==> config.mk <==
export PLATFORM = sky130hd
export DESIGN_NAME = soft_power_wake_status
export DESIGN_NICKNAME = d
export VERILOG_FILES = /design/src/hdl/soft_power_pkg.sv /design/src/hdl/soft_power_wake_status.sv
export VERILOG_INCLUDE_DIRS = /design/src /design/src/hdl
export SDC_FILE = /design/constraint.sdc
export NUM_CORES = 1
export LEC_CHECK = 0
export BUFFER_PORTS_ARGS = -buffer_cell sky130_fd_sc_hd__buf_2
export CORE_ASPECT_RATIO = 2
export CORE_MARGIN = 1.5
export CORE_UTILIZATION = 35
export DETAILED_ROUTE_END_ITERATION = 8
export PLACE_DENSITY = 0.55
export SYNTH_ARGS = -nofsm -noshare
export SYNTH_HDL_FRONTEND = slang
export SYNTH_SLANG_ARGS = --single-unit
==> constraint.sdc <==
create_clock -name REF_CLK -period 3.9 [get_ports REF_CLK]
set_clock_uncertainty 0.2 [all_clocks]
set_input_delay 0.195 -clock REF_CLK [delete_from_list [all_inputs] [get_ports REF_CLK]]
set_output_delay 0.195 -clock REF_CLK [all_outputs]
set_load 0.005 [all_outputs]
==> src/hdl/soft_power_defines.svh <==
// offsets, bit positions, reset values and timing counts of the soft power block
`ifndef SOFT_POWER_DEFINES_SVH
`define SOFT_POWER_DEFINES_SVH

// register offsets on the plain register port
`define OFS_STATUS        4'h0
`define OFS_ENABLE        4'h1
`define OFS_SUPPLY_CTRL   4'h2
`define OFS_IRQ_STATUS    4'h3
`define OFS_IRQ_MASK      4'h4

// status byte bit positions
`define BIT_BUTTON_PRESS  0
`define BIT_ALARM         2
`define BIT_OVERRIDE      3
`define BIT_WAKE          7

// enable register bit positions
`define BIT_BUTTON_EN     0
`define BIT_ALARM_EN      2

// supply control bit positions
`define BIT_WAKE_TRACK    0
`define BIT_SLEEP_ENTRY   1
`define BIT_ALARM_MEMORY  2

// interrupt status bit positions
`define BIT_IRQ_PRESS     0
`define BIT_IRQ_ALARM     1
`define BIT_IRQ_OVERRIDE  2
`define BIT_IRQ_WAKE      3

// reset values
`define RST_BYTE          8'h00
`define RST_IRQ           4'h0

// long press hold time
`define HOLD_TIME_MS      4000
`define CLK_FREQ_HZ       50000000
`define HOLD_CYCLES       (`HOLD_TIME_MS * (`CLK_FREQ_HZ / 1000))

`endif

==> src/hdl/soft_power_pkg.sv <==
// types shared by the soft power status block
package soft_power_pkg;

	// supply state machine, one-hot
	typedef enum logic [2:0] {
		SUPPLY_ON  = 3'b001,
		SUPPLY_OFF = 3'b010,
		SUPPLY_LOW = 3'b100
	} supply_state_t;

	// software register access carrier
	typedef struct packed {
		logic       wr;
		logic       rd;
		logic [3:0] addr;
		logic [7:0] wdata;
	} reg_req_t;

endpackage : soft_power_pkg

==> src/hdl/soft_power_wake_status.sv <==
// soft power status: button, override, alarm and wake flags
//
// How it works
// - button press sets flag; enabled raises wake
// - hold over four seconds forces override, off
// - alarm from clock sets alarm flag
// - enabled alarm wakes; powers supply if off
// - remembered alarm wakes when standby returns
// - alarm flag hardware set, write-one clear
// - override flag suppresses alarm wakeup
// - override flag hardware set, write-one clear
// - override allows only button as wake
// - wake flag never set without tracking
// - sleep-entry off plus tracking: wake sets
// - other off causes leave wake flag clear
// - wake flag cleared by write-one, resets
// - bits 1, 4, 5, 6 reserved, read zero
`timescale 1ns/1ps
`include "soft_power_defines.svh"

module soft_power_wake_status
	import soft_power_pkg::*;
#(
	parameter int unsigned HOLD_CYCLES = `HOLD_CYCLES  // long press length
) (
	input  wire logic       REF_CLK,          // 50 mhz standby clock
	input  wire logic       ARST_N,           // async reset, active low
	input  wire logic       CLK_EN,           // freezes all state when low
	input  wire logic       BAT_POR,          // battery power-on reset pulse
	input  wire logic       STBY_POR,         // standby power-on reset pulse
	input  wire logic       STBY_PRESENT,     // standby power present, pin
	input  wire logic       BUTTON_IN_N,      // power button, active low pin
	input  wire logic       ALARM_IN,         // alarm pulse from clock
	input  wire logic [3:0] REG_ADDR,         // register address
	input  wire logic [7:0] REG_WDATA,        // write data
	input  wire logic       REG_WR,           // write strobe
	input  wire logic       REG_RD,           // read strobe
	output logic      [7:0] REG_RDATA,        // read data, cycle after read
	output logic            SUPPLY_ON_OUT_N,  // supply on, active low
	output logic            SUPPLY_ON_OE_N,   // low while driving the pin
	output logic            WAKE_EVENT_OUT_N, // wake event, active low
	output logic            IRQ               // level interrupt
);

	localparam int CW = $clog2(HOLD_CYCLES + 1);  // counter width

	reg_req_t       req;              // bundled bus request
	logic [2:0]     btn_sync_q;       // button synchroniser chain
	logic [2:0]     alm_sync_q;       // alarm synchroniser chain
	logic [2:0]     stby_sync_q;      // standby synchroniser chain
	logic           btn_q;            // filtered button level
	logic           alm_q;            // filtered alarm level
	logic           stby_q;           // filtered standby level
	logic           alm_prev_q;       // alarm level last cycle
	logic           btn_prev_q;       // button level last cycle
	logic           stby_prev_q;      // standby level last cycle
	logic [CW-1:0]  hold_cnt_q;       // long press counter
	logic           press_q;          // button press flag
	logic           alarm_q;          // alarm flag
	logic           override_q;       // button override flag
	logic           wake_q;           // wake flag
	logic           btn_en_q;         // button event enable
	logic           alm_en_q;         // alarm wake enable
	logic           track_en_q;       // wake tracking enable
	logic           sleep_en_q;       // sleep entry enable
	logic           mem_en_q;         // alarm memory enable
	logic           slept_q;          // off was caused by sleep entry
	supply_state_t  state_q;          // supply state
	logic [3:0]     irq_sts_q;        // sticky interrupt status
	logic [3:0]     irq_mask_q;       // interrupt mask
	logic           btn_rise;         // button newly pressed
	logic           alm_rise;         // alarm newly fired
	logic           stby_rise;        // standby power returned
	logic           long_press;       // hold limit reached
	logic           alarm_wake;       // alarm wake request
	logic           wake_any;         // any accepted wakeup
	logic           wr_sts;           // status write
	logic [7:0]     status_byte;      // assembled status byte
	logic [3:0]     irq_evt;          // events into interrupt status

	assign req = '{wr: REG_WR, rd: REG_RD, addr: REG_ADDR, wdata: REG_WDATA};

	// pin synchronisers; stage 0 feeds stage 1 only
	// standby resets present: a low start would fake a power loss
	always_ff @(posedge REF_CLK or negedge ARST_N) begin
		if (!ARST_N) begin
			btn_sync_q  <= 3'h0;
			alm_sync_q  <= 3'h0;
			stby_sync_q <= 3'h7;
		end else if (CLK_EN) begin
			btn_sync_q  <= {btn_sync_q[1:0], ~BUTTON_IN_N};
			alm_sync_q  <= {alm_sync_q[1:0], ALARM_IN};
			stby_sync_q <= {stby_sync_q[1:0], STBY_PRESENT};
		end
	end

	// a change counts once stages two and three agree
	always_ff @(posedge REF_CLK or negedge ARST_N) begin
		if (!ARST_N) begin
			btn_q  <= 1'b0;
			alm_q  <= 1'b0;
			stby_q <= 1'b1;
		end else if (CLK_EN) begin
			if (btn_sync_q[1] == btn_sync_q[2]) begin
				btn_q <= btn_sync_q[2];
			end
			if (alm_sync_q[1] == alm_sync_q[2]) begin
				alm_q <= alm_sync_q[2];
			end
			if (stby_sync_q[1] == stby_sync_q[2]) begin
				stby_q <= stby_sync_q[2];
			end
		end
	end

	// previous levels for edge detection
	always_ff @(posedge REF_CLK or negedge ARST_N) begin
		if (!ARST_N) begin
			btn_prev_q  <= 1'b0;
			alm_prev_q  <= 1'b0;
			stby_prev_q <= 1'b1;
		end else if (CLK_EN) begin
			btn_prev_q  <= btn_q;
			alm_prev_q  <= alm_q;
			stby_prev_q <= stby_q;
		end
	end

	assign btn_rise  = btn_q & ~btn_prev_q;
	assign alm_rise  = alm_q & ~alm_prev_q;
	assign stby_rise = stby_q & ~stby_prev_q;
	assign wr_sts    = req.wr && req.addr == `OFS_STATUS;

	// hold counter restart
	// counts only while held; saturates so one long press fires once
	always_ff @(posedge REF_CLK or negedge ARST_N) begin
		if (!ARST_N) begin
			hold_cnt_q <= '0;
		end else if (CLK_EN) begin
			if (!btn_q) begin
				hold_cnt_q <= '0;
			end else if (hold_cnt_q != CW'(HOLD_CYCLES)) begin
				hold_cnt_q <= hold_cnt_q + 1'b1;
			end
		end
	end

	assign long_press = btn_q && hold_cnt_q == CW'(HOLD_CYCLES - 1);

	// button press flag
	// long press clear wins; otherwise the set beats software clear
	always_ff @(posedge REF_CLK or negedge ARST_N) begin
		if (!ARST_N) begin
			press_q <= 1'b0;
		end else if (CLK_EN) begin
			if (BAT_POR || long_press) begin
				press_q <= 1'b0;
			end else if (btn_rise) begin
				press_q <= 1'b1;
			end else if (wr_sts && req.wdata[`BIT_BUTTON_PRESS]) begin
				press_q <= 1'b0;
			end
		end
	end

	// override flag, hardware set, write-one clear
	always_ff @(posedge REF_CLK or negedge ARST_N) begin
		if (!ARST_N) begin
			override_q <= 1'b0;
		end else if (CLK_EN) begin
			if (BAT_POR) begin
				override_q <= 1'b0;
			end else if (long_press) begin
				override_q <= 1'b1;
			end else if (wr_sts && req.wdata[`BIT_OVERRIDE]) begin
				override_q <= 1'b0;
			end
		end
	end

	// alarm flag set by alarm edge
	// cleared only by write-one or battery reset
	// alarm without standby is latched only with alarm memory enabled
	always_ff @(posedge REF_CLK or negedge ARST_N) begin
		if (!ARST_N) begin
			alarm_q <= 1'b0;
		end else if (CLK_EN) begin
			if (BAT_POR) begin
				alarm_q <= 1'b0;
			end else if (alm_rise && (stby_q || mem_en_q)) begin
				alarm_q <= 1'b1;
			end else if (wr_sts && req.wdata[`BIT_ALARM]) begin
				alarm_q <= 1'b0;
			end
		end
	end

	// only the button wakes while override is set
	assign alarm_wake = ((alm_rise && alm_en_q)
		|| (stby_rise && mem_en_q && alarm_q)) && !override_q;
	assign wake_any = btn_rise || alarm_wake;

	// software enables and supply control
	always_ff @(posedge REF_CLK or negedge ARST_N) begin
		if (!ARST_N) begin
			btn_en_q   <= 1'b0;
			alm_en_q   <= 1'b0;
			track_en_q <= 1'b0;
			sleep_en_q <= 1'b0;
			mem_en_q   <= 1'b0;
			irq_mask_q <= `RST_IRQ;
		end else if (CLK_EN) begin
			if (BAT_POR) begin
				btn_en_q   <= 1'b0;
				alm_en_q   <= 1'b0;
				track_en_q <= 1'b0;
				mem_en_q   <= 1'b0;
			end else if (req.wr && req.addr == `OFS_ENABLE) begin
				btn_en_q <= req.wdata[`BIT_BUTTON_EN];
				alm_en_q <= req.wdata[`BIT_ALARM_EN];
			end else if (req.wr && req.addr == `OFS_SUPPLY_CTRL) begin
				track_en_q <= req.wdata[`BIT_WAKE_TRACK];
				mem_en_q   <= req.wdata[`BIT_ALARM_MEMORY];
			end else if (req.wr && req.addr == `OFS_IRQ_MASK) begin
				irq_mask_q <= req.wdata[3:0];
			end
			// sleep entry is a self-clearing command
			sleep_en_q <= req.wr && req.addr == `OFS_SUPPLY_CTRL
				&& req.wdata[`BIT_SLEEP_ENTRY] && !BAT_POR;
		end
	end

	// supply state machine
	always_ff @(posedge REF_CLK or negedge ARST_N) begin
		if (!ARST_N) begin
			state_q <= SUPPLY_ON;
			slept_q <= 1'b0;
		end else if (CLK_EN) begin
			unique case (state_q)
				SUPPLY_ON: begin
					if (!stby_q) begin
						state_q <= SUPPLY_LOW;
						slept_q <= 1'b0;
					end else if (long_press) begin
						state_q <= SUPPLY_OFF;
						slept_q <= 1'b0;
					end else if (sleep_en_q) begin
						state_q <= SUPPLY_OFF;
						slept_q <= 1'b1;
					end
				end
				SUPPLY_OFF: begin
					if (!stby_q) begin
						state_q <= SUPPLY_LOW;
						slept_q <= 1'b0;
					end else if (wake_any) begin
						state_q <= SUPPLY_ON;
					end
				end
				SUPPLY_LOW: begin
					// power loss: return leaves wake flag alone
					if (stby_q) begin
						state_q <= (stby_rise && alarm_wake) ? SUPPLY_ON
							: SUPPLY_OFF;
					end
				end
				default: state_q <= SUPPLY_ON;
			endcase
		end
	end

	// set by wakeup after sleep entry
	// other off causes never set it
	// write-one clear and both power resets
	always_ff @(posedge REF_CLK or negedge ARST_N) begin
		if (!ARST_N) begin
			wake_q <= 1'b0;
		end else if (CLK_EN) begin
			if (BAT_POR || STBY_POR) begin
				wake_q <= 1'b0;
			end else if (state_q == SUPPLY_OFF && slept_q && track_en_q
				&& wake_any) begin
				wake_q <= 1'b1;
			end else if (wr_sts && req.wdata[`BIT_WAKE]) begin
				wake_q <= 1'b0;
			end
		end
	end

	assign status_byte = {wake_q, 3'h0, override_q, alarm_q, 1'b0, press_q};

	// interrupt status, set beats write-one clear
	assign irq_evt = {wake_any && slept_q && track_en_q
		&& state_q == SUPPLY_OFF, long_press, alm_rise, btn_rise};
	always_ff @(posedge REF_CLK or negedge ARST_N) begin
		if (!ARST_N) begin
			irq_sts_q <= `RST_IRQ;
		end else if (CLK_EN) begin
			if (req.wr && req.addr == `OFS_IRQ_STATUS) begin
				irq_sts_q <= (irq_sts_q & ~req.wdata[3:0]) | irq_evt;
			end else begin
				irq_sts_q <= irq_sts_q | irq_evt;
			end
		end
	end

	// read data, cycle after the strobe only
	always_ff @(posedge REF_CLK or negedge ARST_N) begin
		if (!ARST_N) begin
			REG_RDATA <= `RST_BYTE;
		end else if (CLK_EN) begin
			if (!req.rd) begin
				REG_RDATA <= `RST_BYTE;
			end else begin
				unique case (req.addr)
					`OFS_STATUS: REG_RDATA <= status_byte;
					`OFS_ENABLE: REG_RDATA <= {5'h0, alm_en_q, 1'b0, btn_en_q};
					`OFS_SUPPLY_CTRL: REG_RDATA <= {5'h0, mem_en_q, 1'b0,
						track_en_q};
					`OFS_IRQ_STATUS: REG_RDATA <= {4'h0, irq_sts_q};
					`OFS_IRQ_MASK: REG_RDATA <= {4'h0, irq_mask_q};
					default: REG_RDATA <= `RST_BYTE;
				endcase
			end
		end
	end

	// registered outputs; supply driven low when on, floats otherwise
	// wake event while press flag and enable set
	// alarm flag with enable raises wake event while override is clear
	always_ff @(posedge REF_CLK or negedge ARST_N) begin
		if (!ARST_N) begin
			SUPPLY_ON_OUT_N  <= 1'b0;
			SUPPLY_ON_OE_N   <= 1'b0;
			WAKE_EVENT_OUT_N <= 1'b1;
			IRQ              <= 1'b0;
		end else if (CLK_EN) begin
			SUPPLY_ON_OUT_N  <= 1'b0;
			SUPPLY_ON_OE_N   <= state_q != SUPPLY_ON;
			WAKE_EVENT_OUT_N <= !((press_q && btn_en_q)
				|| (alarm_q && alm_en_q && !override_q));
			IRQ              <= |(irq_sts_q & irq_mask_q);
		end
	end
endmodule : soft_power_wake_status

# == After elaboration in Yosys (flattened, before gate mapping) ==
# Cells that the tools add are included.
# word_totals
reg_bits,75
input_bits,22
# op_classes
addsub,1
eq_ne,19
n_mux,40
n_bitwise,15
reduce_logical,58
# op_table
operator,count
two-way mux 28 bit,2
case mux 8 bit (5 select lines),1
"adder 28 x 1 -> 28 bit, second input constant",1
"equality test 28 bit, second input constant",1
"inequality test 28 bit, second input constant",1
logical AND 1 bit,27
two-way mux 1 bit,26
two-way mux 3 bit,6
AND reduction 2 bit,9
nonzero test 3 bit,4
case mux 3 bit (3 select lines),1
AND 4 bit,2
"equality test 4 x 2 -> 1 bit, second input constant",2
two-way mux 8 bit,1
bitwise OR 4 bit,2
AND reduction 4 bit,2
inverter 1 bit,7
logical OR 1 bit,6
"inequality test 2 bit, second input constant",3
nonzero test 2 bit,3
AND reduction 5 bit,1
"equality test 4 x 1 -> 1 bit, second input constant",1
"equality test 4 x 3 -> 1 bit, second input constant",1
logical NOT 4 bit,1
16 further kinds,22

# == Logic depth before layout (Yosys ltp) ==
# logic_depth
word_depth,12
ltp_mapped,8
ltp_nobuf,7

# == Worst setup path before layout ==
# No wires, ideal clock.
# synth_timing
path_type,flip-flop to flip-flop
startpoint,register hold_cnt_q[0]
endpoint,register hold_cnt_q[26]
arrival_time_ns,1.711
setup_slack_ns,1.898
path_stages_with_launch,6
period_less_slack_ns,2.002
path_cell_list,dfrtp_1 ha_1 and3_1 nand4_2 or4_4 o31ai_2
# synth_between
elab_chain_cells,3
word_cells_on_any_way,6
cone_classes,add/sub: 1; eq/ne: 2; mux: 2; reduce/logical: 1
# synth_rtl
element,line,text
"start, declared",soft_power_wake_status.sv:57,logic [CW-1:0] hold_cnt_q;
"start signal, assigned",soft_power_wake_status.sv:143,hold_cnt_q <= hold_cnt_q + 1'b1;
adder 28 x 1 -> 28 bit or inequality test 28 bit (tied branches),"soft_power_wake_status.sv:143, soft_power_wake_status.sv:142",
two-way mux 28 bit or inequality test 2 x 1 -> 1 bit (tied branches),-,
two-way mux 28 bit or AND reduction 2 bit (tied branches),-,
# Several ways; a longest one is shown, not always the timed one. The select of a mux whose other input is x is not followed.
# A chain may end at the register's enable or synchronous reset.

# == Worst setup path in the final report ==
# layout_timing
startpoint,register hold_cnt_q[0]
endpoint,register hold_cnt_q[2]
# The elaborated chain is that of the path after synthesis.

==> results.md <==
- Overall routed net length: 10.1 mm
- Worst Path Max Fanout: 19
- I/O Buffers: 26
- Ports: 34
- First-pass GRT wire length: 16.6 mm
- Layout area overhead: 16.5%
- Total grt overflow: 0
- Hold Path Class: in2reg
- Clock Pin Slew Worst Setup and Hold Paths: 0.06 ns
- Vias per cell: 5.63
- Data arrival time of the worst path: 2.30 ns
- Fin crit share: 58.7%
- Initial antenna violation count: 0
- Req. time, crit path: 3.92 ns
- Crit path cell chain: inv_1 -> ha_1 -> nor4bb_1 -> nand4_1 -> o21ai_1 -> buf_4 -> o21ai_1 -> o31ai_1
- Worst path slowest cell: dfrtp_1
- Async set or reset register ratio after synthesis: 100%
- Core area: 10500 um^2
- Post-CTS setup buffer count: 0
- Hold path start: BAT_POR
- Final setup fails: 0
- Final Hold Fails: 0
- Initial DRC count: 195
- PwrDens: 501 nW/um^2
- Worst Max-Slew Pin Slew: 0.948 ns
- Worst reg-to-reg path cell count: 8
- Yosys cell types: 59
- HPWL after detailed placement: 7.27 mm
- CP bufs+invs: 2
- R2R setup slack: 1.61 ns
- Fillers: 1033
- Mapped Cells: 393
- CP top delay family: compound AO/OA/AOI/OAI gates
- Placement Setup Slack: 1.55 ns
- Die height: 151 um
- Final min period: 2.29 ns
- Ys Warns: 0
- Number of H-tree levels: 3
- Max Slew Vio Count: 0
- DR pass1 iterations: 4
- Synthesized area: 3810 um^2
- Worst Setup Start Kind: flop
- Post-route design area: 4440 um^2
- DR DRC count: 0
- Nets: 447
- Slowest cell delay on critical path: 0.44 ns
- Number of synthesized flops with an enable pin: 0
- Flops & latches, synth: 72
- Initial Util: 36.2%
- Most common flop cell mapped by yosys: dfrtp_1
- Maximum root-to-sink buffer count: 2
- Core Rows: 53
- Die area: 11600 um^2
- Crit path top cell by count: o21ai_1
- Reg2reg start: hold_cnt_q[0]
- Max cap viols: 0
- Reg2reg end: hold_cnt_q[2]
- Fmax: 0.437 GHz
- Mean post-synth cell area: 9.70 um^2
- Placement Cell Area: 4040 um^2
- Gp weighted congestion: 0.824
- Power after layout: 2.23 mW
- CTS Sinks: 72
- Via count: 3179
- RSZ-0062 raised after global routing: no
- Final setup margin: 1.61 ns
- Status: completed
- Hold endpoint: wake_q
- Sequential area share after synthesis: 47.5%
- Clock Latency Late Sink: 0.33 ns
- Number of global-route vias before repair: 3206
- CTS tree: built
- Sum of negative setup slack: 0 ns
- GRT Util Overall: 18.8%
- Die X: 76.8 um
- Post-CTS sizing: 0
- Largest net degree at the start of global routing: 73
- Crit Path Class: reg2reg
- # diodes: 0
- Total CTS buffers: 9
- Hold path depth: 2
- Layout cell share with drive strength beyond 1: 17.1%
- Worst rel slew slack: 36.8%
- DR WL/cell: 18.0 um
- Pleak: 1.88 nW
- Max VDD drop: 262 uV
- Worst setup EP type: flop
- Antenna Nets Post-Route: 0
- Clock tree root buffer cell: clkbuf_16
## how the worst max path moves through the flow
| stage | slack [ns] | cells past startpoint | startpoint | endpoint |
|---|---|---|---|---|
| finish | 1.61 | 8 | hold_cnt_q[0] | hold_cnt_q[2] |
| detailed placement | 1.55 | 5 | CLK_EN | irq_mask_q[3] |
| floorplan | 1.90 | 5 | hold_cnt_q[0] | hold_cnt_q[26] |
| global route | 1.44 | 8 | hold_cnt_q[0] | hold_cnt_q[2] |
| CTS | 1.62 | 5 | hold_cnt_q[10] | hold_cnt_q[22] |
| global placement | 1.58 | 5 | CLK_EN | irq_mask_q[3] |
## logic make-up (layout without fill, tap and decap cells)
family,Yosys count,count (layout),share of synthesized area (%)
buffers and inverters,40,72,4.76
XOR/XNOR,5,5,1.15
adder cells (fa/ha/maj),2,2,0.656
other,1,4,0.0983
AO/OA/AOI/OAI,117,117,19.7
AND/OR/NAND/NOR,142,142,21.5
multiplexers,14,14,4.69
flip-flops,72,72,47.5
## state kept, by name, summed over array words and instances, names as in the netlist, 3 cells and up
register	flops
btn_sync_q	3
stby_sync_q	3
irq_mask_q	4
hold_cnt_q	28
state_q	3
irq_sts_q	4
REG_RDATA	5
alm_sync_q	3
## cells in the final DEF (no fill, tap or decap), drive strengths merged, types with 6 or more instances in the layout
cell type	netlist	layout
and3	6	6
nand3	10	10
a32o	6	6
dlygate4sd3	0	9
dfstp	7	7
nand2	38	38
clkbuf	10	13
nor2b	7	7
nand4	16	16
inv	18	18
dfrtp	65	65
a31oi	7	7
o21ai	45	45
nor2	26	26
o31ai	9	9
nor3	8	8
buf	12	29
a21oi	24	24
mux2	11	11
o2bb2ai	6	6
## timing repair
item	CTS	global route
setup endpoints to repair	0	0
hold buffers	9	0
hold endpoints to repair	79	0
## stage by stage
step	instances	hold slack (ns)	utilization (%)
floorplan	396	-0.301	-
global placement	540	0.194	38.3
detailed placement	540	0.197	38.3
CTS	565	0.0167	42.1
global route	565	0.0295	42.1
finish	565	0.0449	42.1
## layer usage
layer	GRT usage (%)	vias to the layer above	routed length (um)
li1	-	1517	-
met5	0	-	0
met2	37.1	84	5760
met3	2.36	16	247
met1	18.8	1562	3860
met4	9.17	0	284
## power breakdown
| part | total [mW] | internal, mW | leakage, nW | switching [mW] |
|---|---|---|---|---|
| registers | 0.945 | 0.845 | 0.939 | 0.0996 |
| clock network | 0.877 | 0.577 | 0.154 | 0.300 |
| logic | 0.404 | 0.163 | 0.788 | 0.241 |
| total | 2.23 | 1.58 | 1.88 | 0.641 |
## final cells by class
type / instances / area [um^2] / share of cell area [%]
Multi-Input combinational cell: 284 / 1830 / 41.3
Sequential cell: 72 / 1810 / 40.7
Clock buffer: 13 / 250 / 5.63
Timing Repair Buffer: 38 / 245 / 5.52
Tap cell: 137 / 171 / 3.86
Inverter: 18 / 67.6 / 1.52
Clock inverter: 3 / 65.1 / 1.46
## cell usage after synthesis (6+ instances only)
cell	n	area, um^2
dfrtp_1	65	1630
nand2_1	38	143
nor2_1	25	93.8
o21ai_1	25	125
a21oi_1	24	120
o21ai_0	19	95.1
inv_1	18	67.6
nand4_1	14	87.6
clkbuf_1	10	37.5
nand3_1	9	45.0
mux2_2	8	90.1
nor3_1	8	40.0
a31oi_1	7	43.8
dfstp_2	7	184
nor2b_1	7	43.8
o31ai_1	7	52.6
a32o_1	6	60.1
and3_1	6	37.5
o2bb2ai_1	6	52.6
Power figures use the tool's default switching activity.
